[src/far_pkg.sv]
// constants and carrier types for the fault annunciator block
// assumes a single 250 MHz clock domain; nothing else
package far_pkg;

  localparam int unsigned CLK_MHZ          = 250;
  localparam int unsigned FLASH_HALF_MS    = 500;
  localparam int unsigned FLASH_HALF_CYC   = FLASH_HALF_MS * 1000 * CLK_MHZ;
  localparam int unsigned PWM_BITS         = 8;
  localparam logic [7:0]  EXC_MAX_PCT      = 8'h3c;
  localparam logic [7:0]  GOV_MAX_PCT      = 8'h5a;
  localparam logic [7:0]  GOV_TYP_PCT      = 8'h1e;
  localparam logic [7:0]  PCT_FULL         = 8'h64;
  localparam int unsigned SUPPLY_BITS      = 12;
  localparam logic [11:0] DISC_THRESH_VRMS = 12'h069;
  localparam int unsigned NUM_FAULTS       = 16;
  localparam int unsigned ESTOP_BIT        = 0;
  localparam logic [9:0]  ESTOP_CODE       = 10'h066;
  localparam int unsigned DISP_LINES       = 2;
  localparam int unsigned DISP_CHARS       = 16;

  // register map
  localparam logic [3:0] ADR_STATUS  = 4'h0;
  localparam logic [3:0] ADR_MASK    = 4'h1;
  localparam logic [3:0] ADR_FAULTS  = 4'h2;
  localparam logic [3:0] ADR_PWM     = 4'h3;
  localparam logic [3:0] ADR_DISP    = 4'h4;
  localparam logic [3:0] ADR_STATE   = 4'h5;
  localparam logic [3:0] ADR_THRESH  = 4'h6;
  localparam logic [31:0] RD_UNMAPPED = 32'h0000_0000;

  // interrupt status bits
  localparam int unsigned IRQ_WARN   = 0;
  localparam int unsigned IRQ_SHUT   = 1;
  localparam int unsigned IRQ_CLEAR  = 2;
  localparam int unsigned IRQ_DISC   = 3;
  localparam int unsigned IRQ_BITS   = 4;
  localparam logic [3:0]  MASK_RST   = 4'h0;

  typedef enum logic [2:0] {
    MODE_OFF  = 3'b001,
    MODE_RUN  = 3'b010,
    MODE_AUTO = 3'b100
  } far_mode_type;

  typedef struct packed {
    logic       wr;
    logic       rd;
    logic [3:0] addr;
    logic [31:0] wdata;
  } far_bus_type;

  typedef struct packed {
    logic non_auto;
    logic warning;
    logic shutdown;
  } far_lamps_type;

endpackage : far_pkg

[src/far_pwm_limit.sv]
// clamps a requested duty and generates the pwm waveform
// assumes far_pkg; period of 100 steps of the clock enable
`timescale 1ns/1ps
module far_pwm_limit #(
  parameter logic [7:0] MAX_PCT = far_pkg::EXC_MAX_PCT
) (
  input  wire logic       sys_clk,
  input  wire logic       nrst,
  input  wire logic       clk_en,
  input  wire logic [7:0] duty_req,
  output logic      [7:0] duty_ff,
  output logic            pwm_ff
);
  logic [7:0] step_ff;
  logic [7:0] nxt_duty;

  assign nxt_duty = (duty_req > MAX_PCT) ? MAX_PCT : duty_req;

  always_ff @(posedge sys_clk or negedge nrst) begin
    if (!nrst) begin
      step_ff <= 8'h00;
      duty_ff <= 8'h00;
    end else if (clk_en) begin
      if (step_ff == far_pkg::PCT_FULL - 8'h01) begin
        step_ff <= 8'h00;
        duty_ff <= nxt_duty;
      end else begin
        step_ff <= step_ff + 8'h01;
      end
    end
  end

  always_ff @(posedge sys_clk or negedge nrst) begin
    if (!nrst) begin
      pwm_ff <= 1'b0;
    end else if (clk_en) begin
      pwm_ff <= (step_ff < duty_ff);
    end
  end
endmodule : far_pwm_limit

[src/far_annunciator.sv]
// fault annunciator and reset logic with lamps, display, pwm limits
// assumes synchronous panel inputs and a single-cycle register port
`timescale 1ns/1ps
module far_annunciator #(
  parameter int unsigned NF        = far_pkg::NUM_FAULTS,
  parameter int unsigned FLASH_CYC = far_pkg::FLASH_HALF_CYC
) (
  input  wire logic                sys_clk,
  input  wire logic                nrst,
  input  wire logic                clk_en,
  input  wire far_pkg::far_bus_type bus,
  output logic              [31:0] rdata_ff,
  input  wire logic          [2:0] mode_sel,
  input  wire logic                panel_reset,
  input  wire logic                remote_reset,
  input  wire logic                remote_start,
  input  wire logic                sleep_req,
  input  wire logic       [NF-1:0] warn_cond,
  input  wire logic       [NF-1:0] shut_cond,
  input  wire logic         [11:0] permanent_magnet_supply,
  output far_pkg::far_lamps_type   lamps_ff,
  output logic                     engine_run_ff,
  output logic                     breaker_trip_ff,
  output logic                     standby_ff,
  output logic                     start_disconnect_indicator_ff,
  output logic                     exc_pwm_ff,
  output logic                     gov_pwm_ff,
  output logic               [7:0] duty_cycle_indicator_ff,
  output logic               [7:0] disp_char_ff,
  output logic               [4:0] disp_pos_ff,
  output logic                     disp_we_ff,
  output logic                     irq_ff
);
  localparam int unsigned DCELLS = far_pkg::DISP_LINES * far_pkg::DISP_CHARS;

  logic [NF-1:0]    warn_lat_ff;
  logic [NF-1:0]    shut_lat_ff;
  logic             rr_q_ff;
  logic             start_seen_ff;
  logic [31:0]      flash_cnt_ff;
  logic             flash_ff;
  logic [3:0]       stat_ff;
  logic [3:0]       mask_ff;
  logic [7:0]       exc_req_ff;
  logic [7:0]       gov_req_ff;
  logic [11:0]      thresh_ff;
  logic [7:0]       disp_mem [DCELLS];
  logic [4:0]       scan_ff;
  logic [7:0]       exc_duty;
  logic [7:0]       gov_duty;
  logic             remote_cycle;
  logic             local_ok;
  logic             remote_ok;
  logic             warn_clr;
  logic             any_fault;
  logic [NF-1:0]    shut_clr_mask;
  logic [NF-1:0]    nxt_shut;
  logic             prev_shut_any_ff;
  logic             prev_warn_any_ff;

  function automatic logic is_mode(input logic [2:0] m, input far_pkg::far_mode_type t);
    return m == t;
  endfunction : is_mode

  // remote reset cycle: falling edge after an asserted level
  assign remote_cycle = rr_q_ff && !remote_reset;
  assign local_ok     = panel_reset;
  assign remote_ok    = is_mode(mode_sel, far_pkg::MODE_AUTO) && remote_cycle;
  assign warn_clr     = local_ok || remote_ok;
  assign any_fault    = (|warn_lat_ff) || (|shut_lat_ff);

  // shutdown clear mask: estop excluded for remote reset
  always_comb begin
    shut_clr_mask = '0;
    if (local_ok && is_mode(mode_sel, far_pkg::MODE_OFF)) begin
      shut_clr_mask = '1;
    end else if (remote_ok && start_seen_ff) begin
      shut_clr_mask = '1;
      shut_clr_mask[far_pkg::ESTOP_BIT] = 1'b0;
    end
  end

  // active conditions never clear: clear only applies once corrected
  assign nxt_shut = shut_cond | (shut_lat_ff & ~(shut_clr_mask & ~shut_cond));

  always_ff @(posedge sys_clk or negedge nrst) begin
    if (!nrst) begin
      rr_q_ff       <= 1'b0;
      start_seen_ff <= 1'b0;
    end else if (clk_en) begin
      rr_q_ff <= remote_reset;
      // remote start must be removed before the reset cycle
      if (remote_start) begin
        start_seen_ff <= 1'b0;
      end else if (!rr_q_ff && !remote_reset) begin
        start_seen_ff <= 1'b1;
      end
    end
  end

  always_ff @(posedge sys_clk or negedge nrst) begin
    if (!nrst) begin
      warn_lat_ff <= '0;
      shut_lat_ff <= '0;
    end else if (clk_en) begin
      warn_lat_ff <= warn_cond | (warn_lat_ff & ~({NF{warn_clr}} & ~warn_cond));
      shut_lat_ff <= nxt_shut;
    end
  end

  // lamps and outputs
  always_ff @(posedge sys_clk or negedge nrst) begin
    if (!nrst) begin
      flash_cnt_ff <= 32'h0000_0000;
      flash_ff     <= 1'b0;
    end else if (clk_en) begin
      if (flash_cnt_ff >= 32'(FLASH_CYC - 1)) begin
        flash_cnt_ff <= 32'h0000_0000;
        flash_ff     <= !flash_ff;
      end else begin
        flash_cnt_ff <= flash_cnt_ff + 32'h0000_0001;
      end
    end
  end

  always_ff @(posedge sys_clk or negedge nrst) begin
    if (!nrst) begin
      lamps_ff        <= '0;
      engine_run_ff   <= 1'b0;
      breaker_trip_ff <= 1'b0;
      standby_ff      <= 1'b0;
    end else if (clk_en) begin
      lamps_ff.non_auto <= is_mode(mode_sel, far_pkg::MODE_OFF) && flash_ff;
      lamps_ff.warning  <= |warn_lat_ff;
      lamps_ff.shutdown <= |shut_lat_ff;
      engine_run_ff     <= !(|shut_lat_ff) && !is_mode(mode_sel, far_pkg::MODE_OFF);
      breaker_trip_ff   <= |shut_lat_ff;
      standby_ff        <= sleep_req && !any_fault;
    end
  end

  always_ff @(posedge sys_clk or negedge nrst) begin
    if (!nrst) begin
      start_disconnect_indicator_ff <= 1'b0;
    end else if (clk_en) begin
      start_disconnect_indicator_ff <= permanent_magnet_supply > thresh_ff;
    end
  end

  // pwm stages with duty clamp
  far_pwm_limit #(.MAX_PCT(far_pkg::EXC_MAX_PCT)) u_exc (
    .sys_clk (sys_clk),
    .nrst    (nrst),
    .clk_en  (clk_en),
    .duty_req(exc_req_ff),
    .duty_ff (exc_duty),
    .pwm_ff  (exc_pwm_ff)
  );

  far_pwm_limit #(.MAX_PCT(far_pkg::GOV_MAX_PCT)) u_gov (
    .sys_clk (sys_clk),
    .nrst    (nrst),
    .clk_en  (clk_en),
    .duty_req(gov_req_ff),
    .duty_ff (gov_duty),
    .pwm_ff  (gov_pwm_ff)
  );

  always_ff @(posedge sys_clk or negedge nrst) begin
    if (!nrst) begin
      duty_cycle_indicator_ff <= 8'h00;
    end else if (clk_en) begin
      duty_cycle_indicator_ff <= exc_duty;
    end
  end

  // display: 2 x 16 character cells scanned out one per cycle
  always_ff @(posedge sys_clk) begin
    if (clk_en && bus.wr && bus.addr == far_pkg::ADR_DISP) begin
      disp_mem[bus.wdata[12:8]] <= bus.wdata[7:0];
    end
  end

  always_ff @(posedge sys_clk or negedge nrst) begin
    if (!nrst) begin
      scan_ff      <= 5'h00;
      disp_pos_ff  <= 5'h00;
      disp_char_ff <= 8'h00;
      disp_we_ff   <= 1'b0;
    end else if (clk_en) begin
      scan_ff      <= (scan_ff == 5'(DCELLS - 1)) ? 5'h00 : scan_ff + 5'h01;
      disp_pos_ff  <= scan_ff;
      disp_char_ff <= disp_mem[scan_ff];
      disp_we_ff   <= 1'b1;
    end
  end

  // register writes
  always_ff @(posedge sys_clk or negedge nrst) begin
    if (!nrst) begin
      mask_ff    <= far_pkg::MASK_RST;
      exc_req_ff <= 8'h00;
      gov_req_ff <= far_pkg::GOV_TYP_PCT;
      thresh_ff  <= far_pkg::DISC_THRESH_VRMS;
    end else if (clk_en && bus.wr) begin
      case (bus.addr)
        far_pkg::ADR_MASK: begin
          mask_ff <= bus.wdata[3:0];
        end
        far_pkg::ADR_PWM: begin
          exc_req_ff <= bus.wdata[7:0];
          gov_req_ff <= bus.wdata[15:8];
        end
        far_pkg::ADR_THRESH: begin
          thresh_ff <= bus.wdata[11:0];
        end
        default: begin
        end
      endcase
    end
  end

  // interrupt status: set wins over write-one-to-clear
  always_ff @(posedge sys_clk or negedge nrst) begin
    if (!nrst) begin
      stat_ff          <= 4'h0;
      prev_shut_any_ff <= 1'b0;
      prev_warn_any_ff <= 1'b0;
    end else if (clk_en) begin
      logic [3:0] set_v;
      logic [3:0] clr_v;
      set_v = 4'h0;
      clr_v = 4'h0;
      set_v[far_pkg::IRQ_WARN]  = (|warn_lat_ff) && !prev_warn_any_ff;
      set_v[far_pkg::IRQ_SHUT]  = (|shut_lat_ff) && !prev_shut_any_ff;
      set_v[far_pkg::IRQ_CLEAR] = prev_shut_any_ff && !(|shut_lat_ff);
      set_v[far_pkg::IRQ_DISC]  = (permanent_magnet_supply > thresh_ff)
                                  && !start_disconnect_indicator_ff;
      if (bus.wr && bus.addr == far_pkg::ADR_STATUS) begin
        clr_v = bus.wdata[3:0];
      end
      stat_ff          <= (stat_ff & ~clr_v) | set_v;
      prev_shut_any_ff <= |shut_lat_ff;
      prev_warn_any_ff <= |warn_lat_ff;
    end
  end

  always_ff @(posedge sys_clk or negedge nrst) begin
    if (!nrst) begin
      irq_ff <= 1'b0;
    end else if (clk_en) begin
      irq_ff <= |(stat_ff & mask_ff);
    end
  end

  // register reads, data in the following cycle
  always_ff @(posedge sys_clk or negedge nrst) begin
    if (!nrst) begin
      rdata_ff <= 32'h0000_0000;
    end else if (clk_en) begin
      rdata_ff <= far_pkg::RD_UNMAPPED;
      if (bus.rd) begin
        case (bus.addr)
          far_pkg::ADR_STATUS: rdata_ff <= {28'h0, stat_ff};
          far_pkg::ADR_MASK:   rdata_ff <= {28'h0, mask_ff};
          far_pkg::ADR_FAULTS: rdata_ff <= {shut_lat_ff, warn_lat_ff};
          far_pkg::ADR_PWM:    rdata_ff <= {gov_duty, exc_duty, gov_req_ff, exc_req_ff};
          far_pkg::ADR_STATE:  rdata_ff <= {27'h0, standby_ff, start_seen_ff,
                                            breaker_trip_ff, lamps_ff.shutdown,
                                            lamps_ff.warning};
          far_pkg::ADR_THRESH: rdata_ff <= {20'h0, thresh_ff};
          default:             rdata_ff <= far_pkg::RD_UNMAPPED;
        endcase
      end
    end
  end
endmodule : far_annunciator

[config.mk]
export PLATFORM = sky130hd
export DESIGN_NAME = far_annunciator
export DESIGN_NICKNAME = d
export VERILOG_FILES = /design/src/far_pkg.sv /design/src/far_pwm_limit.sv /design/src/far_annunciator.sv
export SDC_FILE = /design/constraint.sdc
export NUM_CORES = 1
export LEC_CHECK = 0
export BUFFER_PORTS_ARGS = -buffer_cell sky130_fd_sc_hd__clkbuf_2
export CAP_MARGIN = 20
export CORE_MARGIN = 2
export CORE_UTILIZATION = 30
export DETAILED_ROUTE_END_ITERATION = 8
export GPL_TIMING_DRIVEN = 0
export PLACE_DENSITY_LB_ADDON = 0.05
export SLEW_MARGIN = 10
export SYNTH_ARGS = -nofsm -noshare
export SYNTH_HDL_FRONTEND = slang
export SYNTH_SLANG_ARGS = --single-unit
[constraint.sdc]
create_clock -name sys_clk -period 2.9 [get_ports sys_clk]
set_input_delay 0.145 -clock sys_clk [delete_from_list [all_inputs] [get_ports sys_clk]]
set_output_delay 0.145 -clock sys_clk [all_outputs]
set_load 0.02 [all_outputs]
==> results of run 1 <==
registers in the layout (all words and copies together) (netlist names), 4 cells and up:
signal                   flops
u_exc.duty_ff                8
disp_pos_ff                  5
disp_mem                   256
exc_req_ff                   8
thresh_ff                   12
stat_ff                      4
rdata_ff                    32
gov_req_ff                   8
duty_cycle_indicator_ff      8
shut_lat_ff                 16
u_gov.step_ff                8
scan_ff                      5
u_exc.step_ff                8
flash_cnt_ff                32
disp_char_ff                 8
u_gov.duty_ff                8
warn_lat_ff                 16
mask_ff                      4
worst max-delay path by stage:
stage               startpoint               to  slack, ns  cells after the start
global placement          nrst     thresh_ff[7]      -2.86                      1
detailed placement      clk_en  disp_mem[17][2]      -0.61                      6
floorplan              bus[35]  disp_mem[24][0]       0.92                      7
global route           bus[35]   disp_mem[1][7]      -0.18                      8
CTS                    bus[35]  disp_mem[25][0]       0.02                      8
finish                 bus[35]  disp_mem[25][0]       0.01                      8
worst max-delay path, cell delays in order:
cell and delay, ns:
dlygate4sd3_1 0.55, buf_2 0.19, nand2b_1 0.15, clkbuf_1 0.22, nor4_1 0.40, nor2b_1 0.42
nand3_1 0.31, nor2_1 0.71
cell usage in the layout (no fill, tap or decap), types with 36 or more instances in the layout:
cell | synthesis | layout
nand2_1 | 71 | 71
o21ai_0 | 44 | 44
a22o_1 | 42 | 42
dfrtp_1 | 195 | 195
clkbuf_1 | 30 | 45
edfxtp_1 | 256 | 256
nor2_1 | 107 | 95
mux4_2 | 62 | 62
dlygate4sd3_1 | 0 | 48
mux2_2 | 40 | 40
o2bb2ai_1 | 36 | 36
clkbuf_2 | 1 | 137
inv_1 | 45 | 45
clkbuf_16 | 0 | 52
metal layers:
| metal | global-route usage [%] | up-vias | routed length [um] |
|---|---|---|---|
| li1 | - | 5543 | - |
| met1 | 24.5 | 6255 | 26900 |
| met2 | 28.0 | 264 | 27100 |
| met3 | 2.81 | 80 | 2450 |
| met4 | 4.88 | 0 | 1320 |
| met5 | 0 | - | 0 |
cells by family (layout without fill, tap and decap cells):
family / Yosys count / in the layout / synth area share (%)
DFF: 459 / 459 / 66.1
and+or+nand+nor: 311 / 311 / 7.96
AOI/OAI and AO/OA: 251 / 251 / 9.51
buffers and inverters: 116 / 399 / 2.59
muxes: 113 / 113 / 10.1
xor gates and xnor gates: 37 / 37 / 1.68
adders and majority gates: 31 / 31 / 2.01
Yosys cell counts, drive strengths merged (21+ instances only):
| master | number |
|---|---|
| nor2 | 110 |
| inv | 45 |
| mux2 | 40 |
| nand2 | 71 |
| nor3 | 24 |
| a22o | 42 |
| o21ai | 44 |
| nand4 | 21 |
| a21oi | 32 |
| dfrtp | 195 |
| clkbuf | 31 |
| buf | 40 |
| ha | 31 |
| mux4 | 62 |
| edfxtp | 256 |
| o2bb2ai | 36 |
| a22oi | 32 |
what timing repair did:
action / in CTS / in global routing
gates resized for setup: 5 / 12
setup buffers: 0 / 0
endpoints found under the hold margin: 164 / 0
setup endpoints to repair: 4 / 129
hold buffers: 48 / 0
per-stage QoR:
stage,setup TNS [ns],utilization (%)
2_1_floorplan,0,-
3_3_place_gp,-688.25,32.9
3_5_place_dp,-116.00,33.0
4_1_cts,0,36.2
5_1_grt,-5.35,36.3
6_report,0,36.3
power breakdown:
part           total [W]  internal [W]  switching, W  leakage, nW
Combinational    0.00350       0.00148       0.00202         3.23
Sequential       0.00788       0.00735      0.000522         4.77
Clock            0.00622       0.00350       0.00272        0.784
cell type report:
type                            count  share of cell area, %
Sequential cell                   459                   54.9
Multi-Input combinational cell    743                   26.1
Clock buffer                       71                   6.07
Timing Repair Buffer              187                   5.29
Tap cell                          855                   4.60
Buffer                             70                   1.48
Clock inverter                     26                  0.759
Inverter                           45                  0.726
==> metrics.yaml, run 1 <==
run_status:
  status: "finished clean"
synthesis:
  synth_area_mm2: 0.0193
  synth_top_cell_area_share_pct: 39.8
  syn_avg_cell_area_um2: 14.7
  yosys_most_used_dff: "edfxtp_1"
  yosysUniqueCellTypes: 67
  yosysTopAreaCell: "edfxtp_1"
  synth-edff-count: 256
  synth-seq-cells: 459
  syn-num-nets: 1441
  async_flop_share_pct: 44.2
  seq_area_frac_synth_pct: 66.1
  synth_cells: 1318
  synthTopCellsByArea: "edfxtp_1 (40%), dfrtp_1 (25%), mux4_2 (7.2%), mux2_2 (2.3%), nor2_1 (2.1%)"
  ys_warn_count: 0
placement:
  port_buffers: 137
  dpl.hpwl_mm: 39.4
  post-place-ws_ns: -0.611
  dp_cells: 2312
  dpl_cell_area_mm2: 0.0211
  finalWeightedCongestion: 0.791
sta:
  finalClockSkew_ns: 0.0221
  fin_crit_ns: 2.89
  hold_violations: 0
  setup_ws_ns: 0.00995
  drv_slew: 0
  fin_crit_sh_pct: 99.7
  worst_slew_pin_slew_ns: 0.946
  rsz0062_at_grt: "true"
  timing.hold.ws_ns: 0.0396
  max_slew_margin_pct: 36.9
  fmax_mhz: 346
  setup_violations: 0
routing:
  vias: 12142
  drt-initial-drc-count: 886
  ant_nets: 0
  drc: 0
  wire_per_inst_um: 23.5
  wl_mm: 57.8
  firstDrtPassIters: 5
  vias_per_cell: 4.94
cts:
  cts_buffer_depth: 3
  clock_latency_ns: 0.61
  numClockSinks: 459
  cts_made_buffers: 52
  cts_max_level: 2
  tritoncts: "done"
  cts-root-buf: "clkbuf_16"
  path_clk_slew_ns: 0.06
global_routing:
  grt_pass1_wl_mm: 86.2
  grt_overflow: 0
  grtUsageTotal_pct: 17.5
  grt_max_degree: 90
  antenna_found_initial: 0
  grt_pass1_vias: 12573
min_path:
  min_path_type: "in -> reg"
  hp-start: "bus[36]"
  hold_end: "rdata_ff[0]"
  min_path_cells: 4
final_layout:
  fillers: 6188
  syn2layout_area_growth_pct: 20.3
  multi_input_area_mm2: 0.00607
  fin_area_mm2: 0.0233
  diodes: 0
  final_cells: 2456
  num-nets-final: 1681
  drive_above_1_share_pct: 23.9
  regArea_mm2: 0.0128
critical_path:
  worstPathRequired_ns: 3.13
  start_kind: "input pin"
  crit_fanout: 10
  end_kind: "flop"
  arrival_ns: 3.12
  reg2reg_slack_ns: 0.18
  r2r_end: "disp_char_ff[2]"
  crit_type: "in -> reg"
  r2r_start: "scan_ff[1]"
  r2r_cells: 5
power:
  power_density_mw_per_mm2: 757
  leakage_nw: 8.79
  power.total_w: 0.0176
  irDropWorstVdd_mv: 0.483
floorplan:
  die_area_mm2: 0.0665
  pin_count: 156
  die_w_um: 258
  rows: 93
  die_y_um: 258
  start_util_pct: 30.1
  core_mm2: 0.0641
run:
  drv_cap: 0
No activity file was read; power rests on OpenSTA's default activity.
==> inputs of run 2 (changes only) <==
--- a/config.mk
+++ b/config.mk
@@ -5,6 +5,7 @@
 export SDC_FILE = /design/constraint.sdc
 export NUM_CORES = 1
 export LEC_CHECK = 0
+export ABC_AREA = 1
 export BUFFER_PORTS_ARGS = -buffer_cell sky130_fd_sc_hd__clkbuf_2
 export CAP_MARGIN = 20
 export CORE_MARGIN = 2
@@ -12,7 +13,6 @@
 export DETAILED_ROUTE_END_ITERATION = 8
 export GPL_TIMING_DRIVEN = 0
 export PLACE_DENSITY_LB_ADDON = 0.05
-export SLEW_MARGIN = 10
 export SYNTH_ARGS = -nofsm -noshare
 export SYNTH_HDL_FRONTEND = slang
 export SYNTH_SLANG_ARGS = --single-unit
==> constraint.sdc (replaced) <==
create_clock -name sys_clk -period 2.9 [get_ports sys_clk]
set_input_delay 0.435 -clock sys_clk [delete_from_list [all_inputs] [get_ports sys_clk]]
set_output_delay 0.435 -clock sys_clk [all_outputs]
set_load 0.02 [all_outputs]
==> run 2 against run 1 <==
Synthesized area grew 7.7%. First-iteration DRC count grew 17%. Setup slack gained 0.43 ns. Combinational power grew 35%.
==> metrics.yaml, run 2 <==
global_routing:
  antenna_found_initial: 1  # was 0
  grt_overflow: 0  # unchanged
  grt_pass1_vias: 16193  # was 12573
  grt_max_degree: 76  # was 90
  grtUsageTotal_pct: 19.9  # was 17.5%
  grt_pass1_wl_mm: 105  # was 86.2 mm
synthesis:
  post-synth-top-count-cell: "nand2_1"  # was edfxtp_1
  synth-edff-count: 256  # unchanged
  synth_top_cell_area_share_pct: 37.0  # was 39.8%
  seq_area_frac_synth_pct: 61.4  # was 66.1%
  synth_area_mm2: 0.0208  # was 0.0193 mm2
  synth-seq-cells: 459  # unchanged
  async_flop_share_pct: 44.2  # unchanged
  yosys_most_used_dff: "edfxtp_1"  # unchanged
  synthTopCellsByArea: "edfxtp_1 (37%), dfrtp_1 (23%), nand2_1 (13%), inv_1 (5.5%), nand3_1 (5.2%)"  # was edfxtp_1 (40%), dfrtp_1 (25%), mux4_2 (7.2%), mux2_2 (2.3%), nor2_1 (2.1%)
  syn-num-nets: 2398  # was 1441
  synth_commonest_cells: "nand2_1 (696), inv_1 (306), edfxtp_1 (256)"  # was edfxtp_1 (256), dfrtp_1 (195), nor2_1 (107)
  syn_avg_cell_area_um2: 9.14  # was 14.7 um2
  synth_cells: 2275  # was 1318
  yosysUniqueCellTypes: 42  # was 67
  ys_warn_count: 0  # unchanged
  yosysTopAreaCell: "edfxtp_1"  # unchanged
critical_path:
  r2r_start: "scan_ff[1]"  # unchanged
  critPathLaunch: "clk_en"  # was bus[35]
  start_kind: "input pin"  # unchanged
  worstPathRequired_ns: 3.12  # was 3.13 ns
  path_buf_inv: 1  # was 3
  end_kind: "flop"  # unchanged
  slowest_stage: "nor2_1"  # unchanged
  crit_fanout: 8  # was 10
  crit_type: "in -> reg"  # unchanged
  path_delay_family: "simple AND/OR/NAND/NOR gates"  # unchanged
  path_cells: "clkbuf_2, nand2_1, nor2_1, nand2_1, nor2_1, nand3_1, nor2_1"  # was dlygate4sd3_1, buf_2, nand2b_1, clkbuf_1, nor4_1, nor2b_1, nand3_1, nor2_1
  cpMostUsedCell: "nor2_1"
  max_stage_delay_ns: 0.68  # was 0.71 ns
  arrival_ns: 2.68  # was 3.12 ns
floorplan:
  die_w_um: 267  # was 258 um
  die_area_mm2: 0.0715  # was 0.0665 mm2
  pin_count: 156  # unchanged
  rows: 96  # was 93
  start_util_pct: 30.3  # was 30.1%
  core_mm2: 0.0686  # was 0.0641 mm2
  die_y_um: 267  # was 258 um
sta:
  fin_crit_ns: 2.46  # was 2.89 ns
  max_slew_margin_pct: 31.7  # was 36.9%
  worst_slew_pin_slew_ns: 1.02  # was 0.946 ns
  setup_ws_ns: 0.438  # was 0.00995 ns
  finalClockSkew_ns: 0.0241  # was 0.0221 ns
  setup_violations: 0  # unchanged
  fin_crit_sh_pct: 84.9  # was 99.7%
  rsz0062_at_grt: "false"  # was true
  fmax_mhz: 406  # was 346 MHz
  hold_violations: 0  # unchanged
  drv_slew: 0  # unchanged
  timing.hold.ws_ns: 0.0480  # was 0.0396 ns
placement:
  dpl.hpwl_mm: 50.0  # was 39.4 mm
  finalWeightedCongestion: 0.845  # was 0.791
  port_buffers: 139  # was 137
  post-place-ws_ns: -0.240  # was -0.611 ns
run_status:
  status: "finished clean"  # unchanged
routing:
  drc: 0  # unchanged
  vias_per_cell: 4.61  # was 4.94
  wire_per_inst_um: 20.4  # was 23.5 um
  wl_mm: 70.4  # was 57.8 mm
  drt-initial-drc-count: 1037  # was 886
  ant_nets: 0  # unchanged
  vias: 15886  # was 12142
  firstDrtPassIters: 6  # was 5
cts:
  numClockSinks: 459  # unchanged
  post_cts_buffers: 0  # unchanged
  clock_latency_ns: 0.61  # about the same
  cts_resized: 0  # was 5
  cts_made_buffers: 56  # was 52
  cts-root-buf: "clkbuf_16"  # unchanged
  tritoncts: "done"  # unchanged
  path_clk_slew_ns: 0.06  # about the same
  hold_buffers: 1  # was 48
  cts_buffer_depth: 3  # unchanged
  cts_max_level: 2  # unchanged
power:
  power.total_w: 0.0191  # was 0.0176 W
  leakage_nw: 11.2  # was 8.79 nW
  power_density_mw_per_mm2: 783  # was 757 mW/mm2
  irDropWorstVdd_mv: 0.471  # was 0.483 mV
final_layout:
  drive_above_1_share_pct: 11.5  # was 23.9%
  fillers: 7122  # was 6188
  layout_commonest_cell: "nand2_1"  # was edfxtp_1
  num-nets-final: 2598  # was 1681
  syn2layout_area_growth_pct: 17.4  # was 20.3%
  layout_common_cells: "nand2_1 (696), inv_1 (306), edfxtp_1 (256)"  # was edfxtp_1 (256), dfrtp_1 (195), clkbuf_2 (137)
  largest_register_ffs: 256  # unchanged
min_path:
  min_path_type: "in -> reg"  # unchanged
  hp-start: "remote_start"  # was bus[36]
run:
  drv_cap: 0  # unchanged
## run 2: changes by cell type after synthesis, sizes merged, moves of 62 or more
| cell | delta |
|---|---|
| nand2 | +627 |
| mux4 | -62 |
| inv | +267 |
| nand3 | +196 |
| o21ai | +102 |
| nor2 | +68 |
## run 2: worst register-to-register path: stages (launching register included)
cell,delay (ns)
dfrtp_1,0.38
buf_2,0.18
inv_2,0.26
clkbuf_1,0.67
nand3_1,0.18
nand3_1,0.19
nand3_1,0.18
nand2_1,0.10
nand2_1,0.05
nand3_1,0.11
## run 2: per-stage QoR
stage / util [%] / cell area (um2) / cells / TNS (ns)
4_1_cts: 35.6 / 24400 / 3448 / 0
6_report: 35.6 / 24400 / 3449 / 0
5_1_grt: 35.6 / 24400 / 3449 / 0
3_5_place_dp: 33.1 / 22700 / 3347 / -31.68
2_1_floorplan: - / 20800 / 2275 / 0
3_3_place_gp: 33.0 / 22700 / 3345 / -638.22
## run 2: worst paths after layout
| path | endpoint | cells past startpoint | slack, ns |
|---|---|---|---|
| worst max-delay path | disp_mem[11][2] | 7 | 0.44 |
| worst min-delay path | start_seen_ff | 2 | 0.05 |
| worst max register to register | disp_char_ff[4] | 9 | 0.55 |
| worst min register to register | disp_pos_ff[4] | 2 | 0.47 |
| max in group asynchronous | thresh_ff[5] | 4 | 1.27 |
| min in group asynchronous | shut_lat_ff[13] | 2 | 0.43 |
## run 2: where the power goes
part	switching [W]	internal, W
Combinational	0.00339	0.00134
Sequential	0.000433	0.00742
Clock	0.00277	0.00377
Total	0.00659	0.0125
## run 2: final cells by class
type / instances / area, um2 / share of cell area (%)
Inverter: 315 / 1180 / 4.85
Antenna cell: 1 / 2.50 / 0.0102
Clock inverter: 14 / 78.8 / 0.323
Multi-Input combinational cell: 1412 / 6410 / 26.3
Sequential cell: 459 / 12800 / 52.3
Clock buffer: 86 / 1600 / 6.57
Buffer: 89 / 425 / 1.74
Timing Repair Buffer: 142 / 769 / 3.15
Tap cell: 931 / 1160 / 4.77
## run 2: kinds of logic after synthesis
logic type,synth area share [%]
AOI/OAI and AO/OA,5.80
buffers and inverters,7.74
xor gates and xnor gates,0.421
DFF,61.4
adders and majority gates,1.86
and+or+nand+nor,22.8
## run 2: metal layers
metal  wire length, um  share of wire (%)  vias to the layer above  track usage [%]
li1                  -                  -                     7772                -
met1             31900                 45                     7637             26.6
met2             33400                 47                      367             33.5
met3              2960                4.2                      110             2.43
met4              2160                3.1                        0             6.57
met5                 0                  0                        -                0
==> inputs of run 3 (changes only) <==
--- a/config.mk
+++ b/config.mk
@@ -5,7 +5,7 @@
 export SDC_FILE = /design/constraint.sdc
 export NUM_CORES = 1
 export LEC_CHECK = 0
-export ABC_AREA = 1
+export ABC_AREA = 0
 export BUFFER_PORTS_ARGS = -buffer_cell sky130_fd_sc_hd__clkbuf_2
 export CAP_MARGIN = 20
 export CORE_MARGIN = 2
==> constraint.sdc (replaced) <==
create_clock -name sys_clk -period 2.4 [get_ports sys_clk]
set_input_delay 0.36 -clock sys_clk [delete_from_list [all_inputs] [get_ports sys_clk]]
set_output_delay 0.36 -clock sys_clk [all_outputs]
set_load 0.02 [all_outputs]
==> run 3 against run 2 <==
Sequential share of layout area increased by 2.1 points. Sequential cell count did not move. Clock skew is 0.0049 ns lower. Setup slack got worse by 0.34 ns. Hold slack lost 0.014 ns. Design area decreased by 3.9%. Routed wire length is 18% lower. Cell count decreased by 29%. Core utilization increased by 1.0 points. Largest power group unchanged.
==> metrics.yaml, run 3 (same netlist as run 1, synthesis figures left out) <==
routing:
  wire_per_inst_um: 23.7  # was 20.4 um
  vias_per_cell: 4.98  # was 4.61
  drt-initial-drc-count: 779  # was 1037
  firstDrtPassIters: 4  # was 6
  vias: 12184  # was 15886
  drc: 0  # unchanged
  wl_mm: 58.0  # was 70.4 mm
  ant_nets: 0  # unchanged
cts:
  cts_buffer_depth: 3  # unchanged
  cts_made_buffers: 53  # was 56
  cts-root-buf: "clkbuf_16"  # unchanged
  tritoncts: "done"  # unchanged
  clock_latency_ns: 0.61  # about the same
  cts_max_level: 2  # unchanged
  numClockSinks: 459  # unchanged
  post_cts_buffers: 0  # unchanged
  path_clk_slew_ns: 0.06  # about the same
sta:
  worst_slew_pin_slew_ns: 1.11  # was 1.02 ns
  max_slew_margin_pct: 25.9  # was 31.7%
  hold_violations: 0  # unchanged
  rsz0062_at_grt: "true"  # was false
  setup_violations: 0  # unchanged
  fmax_mhz: 434
  fin_crit_sh_pct: 96.0
  finalClockSkew_ns: 0.0193  # was 0.0241 ns
  fin_tns_setup_ns: 0  # unchanged
  drv_slew: 0  # unchanged
  fin_crit_ns: 2.30
critical_path:
  arrival_ns: 2.53  # was 2.68 ns
  crit_fanout: 8  # unchanged
  end_kind: "flop"  # unchanged
  r2r_start: "scan_ff[1]"  # unchanged
  max_stage_delay_ns: 0.66  # was 0.68 ns
  r2r_cells: 5  # was 9
  path_cells: "clkbuf_2, nand2_1, nor4_1, and2_1, nand2_1, nor2_1"  # was clkbuf_2, nand2_1, nor2_1, nand2_1, nor2_1, nand3_1, nor2_1
  slowest_stage: "nor2_1"  # unchanged
  cpMostUsedCell: "nand2_1"  # was nor2_1
  worstPathRequired_ns: 2.62  # was 3.12 ns
  start_kind: "input pin"  # unchanged
  crit_type: "in -> reg"  # unchanged
  critPathLaunch: "clk_en"  # unchanged
final_layout:
  largest_register_ffs: 256  # unchanged
  layout_commonest_cell: "edfxtp_1"  # was nand2_1
  syn2layout_area_growth_pct: 21.5  # was 17.4%
  fillers: 6107  # was 7122
  drive_above_1_share_pct: 26.1  # was 11.5%
  num-nets-final: 1670  # was 2598
  layout_common_cells: "edfxtp_1 (256), dfrtp_1 (195), clkbuf_2 (142)"  # was nand2_1 (696), inv_1 (306), edfxtp_1 (256)
  multi_input_area_mm2: 0.00624  # was 0.00641 mm2
  diodes: 0  # was 1
  regArea_mm2: 0.0128  # unchanged
min_path:
  min_path_cells: 2  # unchanged
  min_path_type: "in -> reg"  # unchanged
  hp-start: "warn_cond[0]"  # was remote_start
global_routing:
  grt_pass1_wl_mm: 85.9  # was 105 mm
  grtUsageTotal_pct: 17.4  # was 19.9%
  grt_overflow: 0  # unchanged
  grt_pass1_vias: 12515  # was 16193
  antenna_found_initial: 0  # was 1
  grt_max_degree: 97  # was 76
floorplan:
  die_y_um: 258  # was 267 um
  die_area_mm2: 0.0665  # was 0.0715 mm2
  pin_count: 156  # unchanged
  start_util_pct: 30.1  # was 30.3%
  rows: 93  # was 96
  die_w_um: 258  # was 267 um
  core_mm2: 0.0641  # was 0.0686 mm2
placement:
  dpl.hpwl_mm: 39.4  # was 50.0 mm
  finalWeightedCongestion: 0.791  # was 0.845
  port_buffers: 137  # was 139
power:
  leakage_nw: 8.84  # was 11.2 nW
  power_density_mw_per_mm2: 933  # was 783 mW/mm2
  irDropWorstVdd_mv: 0.506  # was 0.471 mV
  power.total_w: 0.0219  # was 0.0191 W
run:
  drv_cap: 0  # unchanged
run_status:
  status: "finished clean"  # unchanged
==> run 3: cell count changes in the layout (fill, tap and decap cells not counted), sizes merged, moves of 62 or more <==
cell	before	now
mux4	0	62
o21ai	146	44
nor2	178	110
nand2	698	71
inv	313	46
nand3	216	20
==> run 3: area by class of cell <==
cell class | instances | share of cell area [%]
Timing Repair Buffer | 174 | 4.68
Buffer | 71 | 1.69
Multi-Input combinational cell | 743 | 26.6
Inverter | 45 | 0.720
Sequential cell | 459 | 54.4
Clock inverter | 17 | 0.693
Tap cell | 855 | 4.56
Clock buffer | 83 | 6.65
==> run 3: timing repair <==
action / CTS / global route
pin swaps: 0 / 1
setup endpoints to repair: 298 / 206
endpoints found under the hold margin: 76 / 0
gates resized for setup: 61 / 24
hold buffers: 35 / 0
==> run 3: power breakdown <==
part	switching (W)	internal, W	total [W]
sequential	0.000630	0.00889	0.00952
clock	0.00333	0.00469	0.00802
combinational	0.00250	0.00186	0.00436
total	0.00646	0.0154	0.0219
==> run 3: routing by layer <==
metal  track usage, %  share of wire (%)  wire length (um)
met3             2.68                4.1              2390
met1             24.6                 47             27000
met5                0                  0                 0
met4             4.50                2.0              1180
met2             28.1                 47             27400
==> run 3: worst paths after layout <==
check,endpoint,slack [ns]
worst max-delay path,disp_mem[6][7],0.1
worst min-delay path,warn_lat_ff[0],0.03
worst max register to register,disp_char_ff[4],0.12
worst min register to register,rdata_ff[30],0.48
max in group asynchronous,thresh_ff[6],0.87
min in group asynchronous,flash_cnt_ff[25],0.30
==> run 3: worst max-delay path: cells and delay by family <==
kind	cells	cell delay, ns
simple gates	5	1.80
buf+inv	1	0.35
==> run 3: through the flow <==
stage | hold slack (ns) | utilization, % | cells | instance area, um2 | setup WS [ns]
6_report | 0.0338 | 36.6 | 2447 | 23500 | 0.0962
5_1_grt | 0.0260 | 36.6 | 2447 | 23500 | -0.0679
4_1_cts | 0.00193 | 36.5 | 2447 | 23400 | -0.125
3_5_place_dp | 0.353 | 33.0 | 2312 | 21100 | -1.35
3_3_place_gp | 0.465 | 32.9 | 2310 | 21100 | -3.57
2_1_floorplan | 0.0644 | - | 1318 | 19300 | 0.205
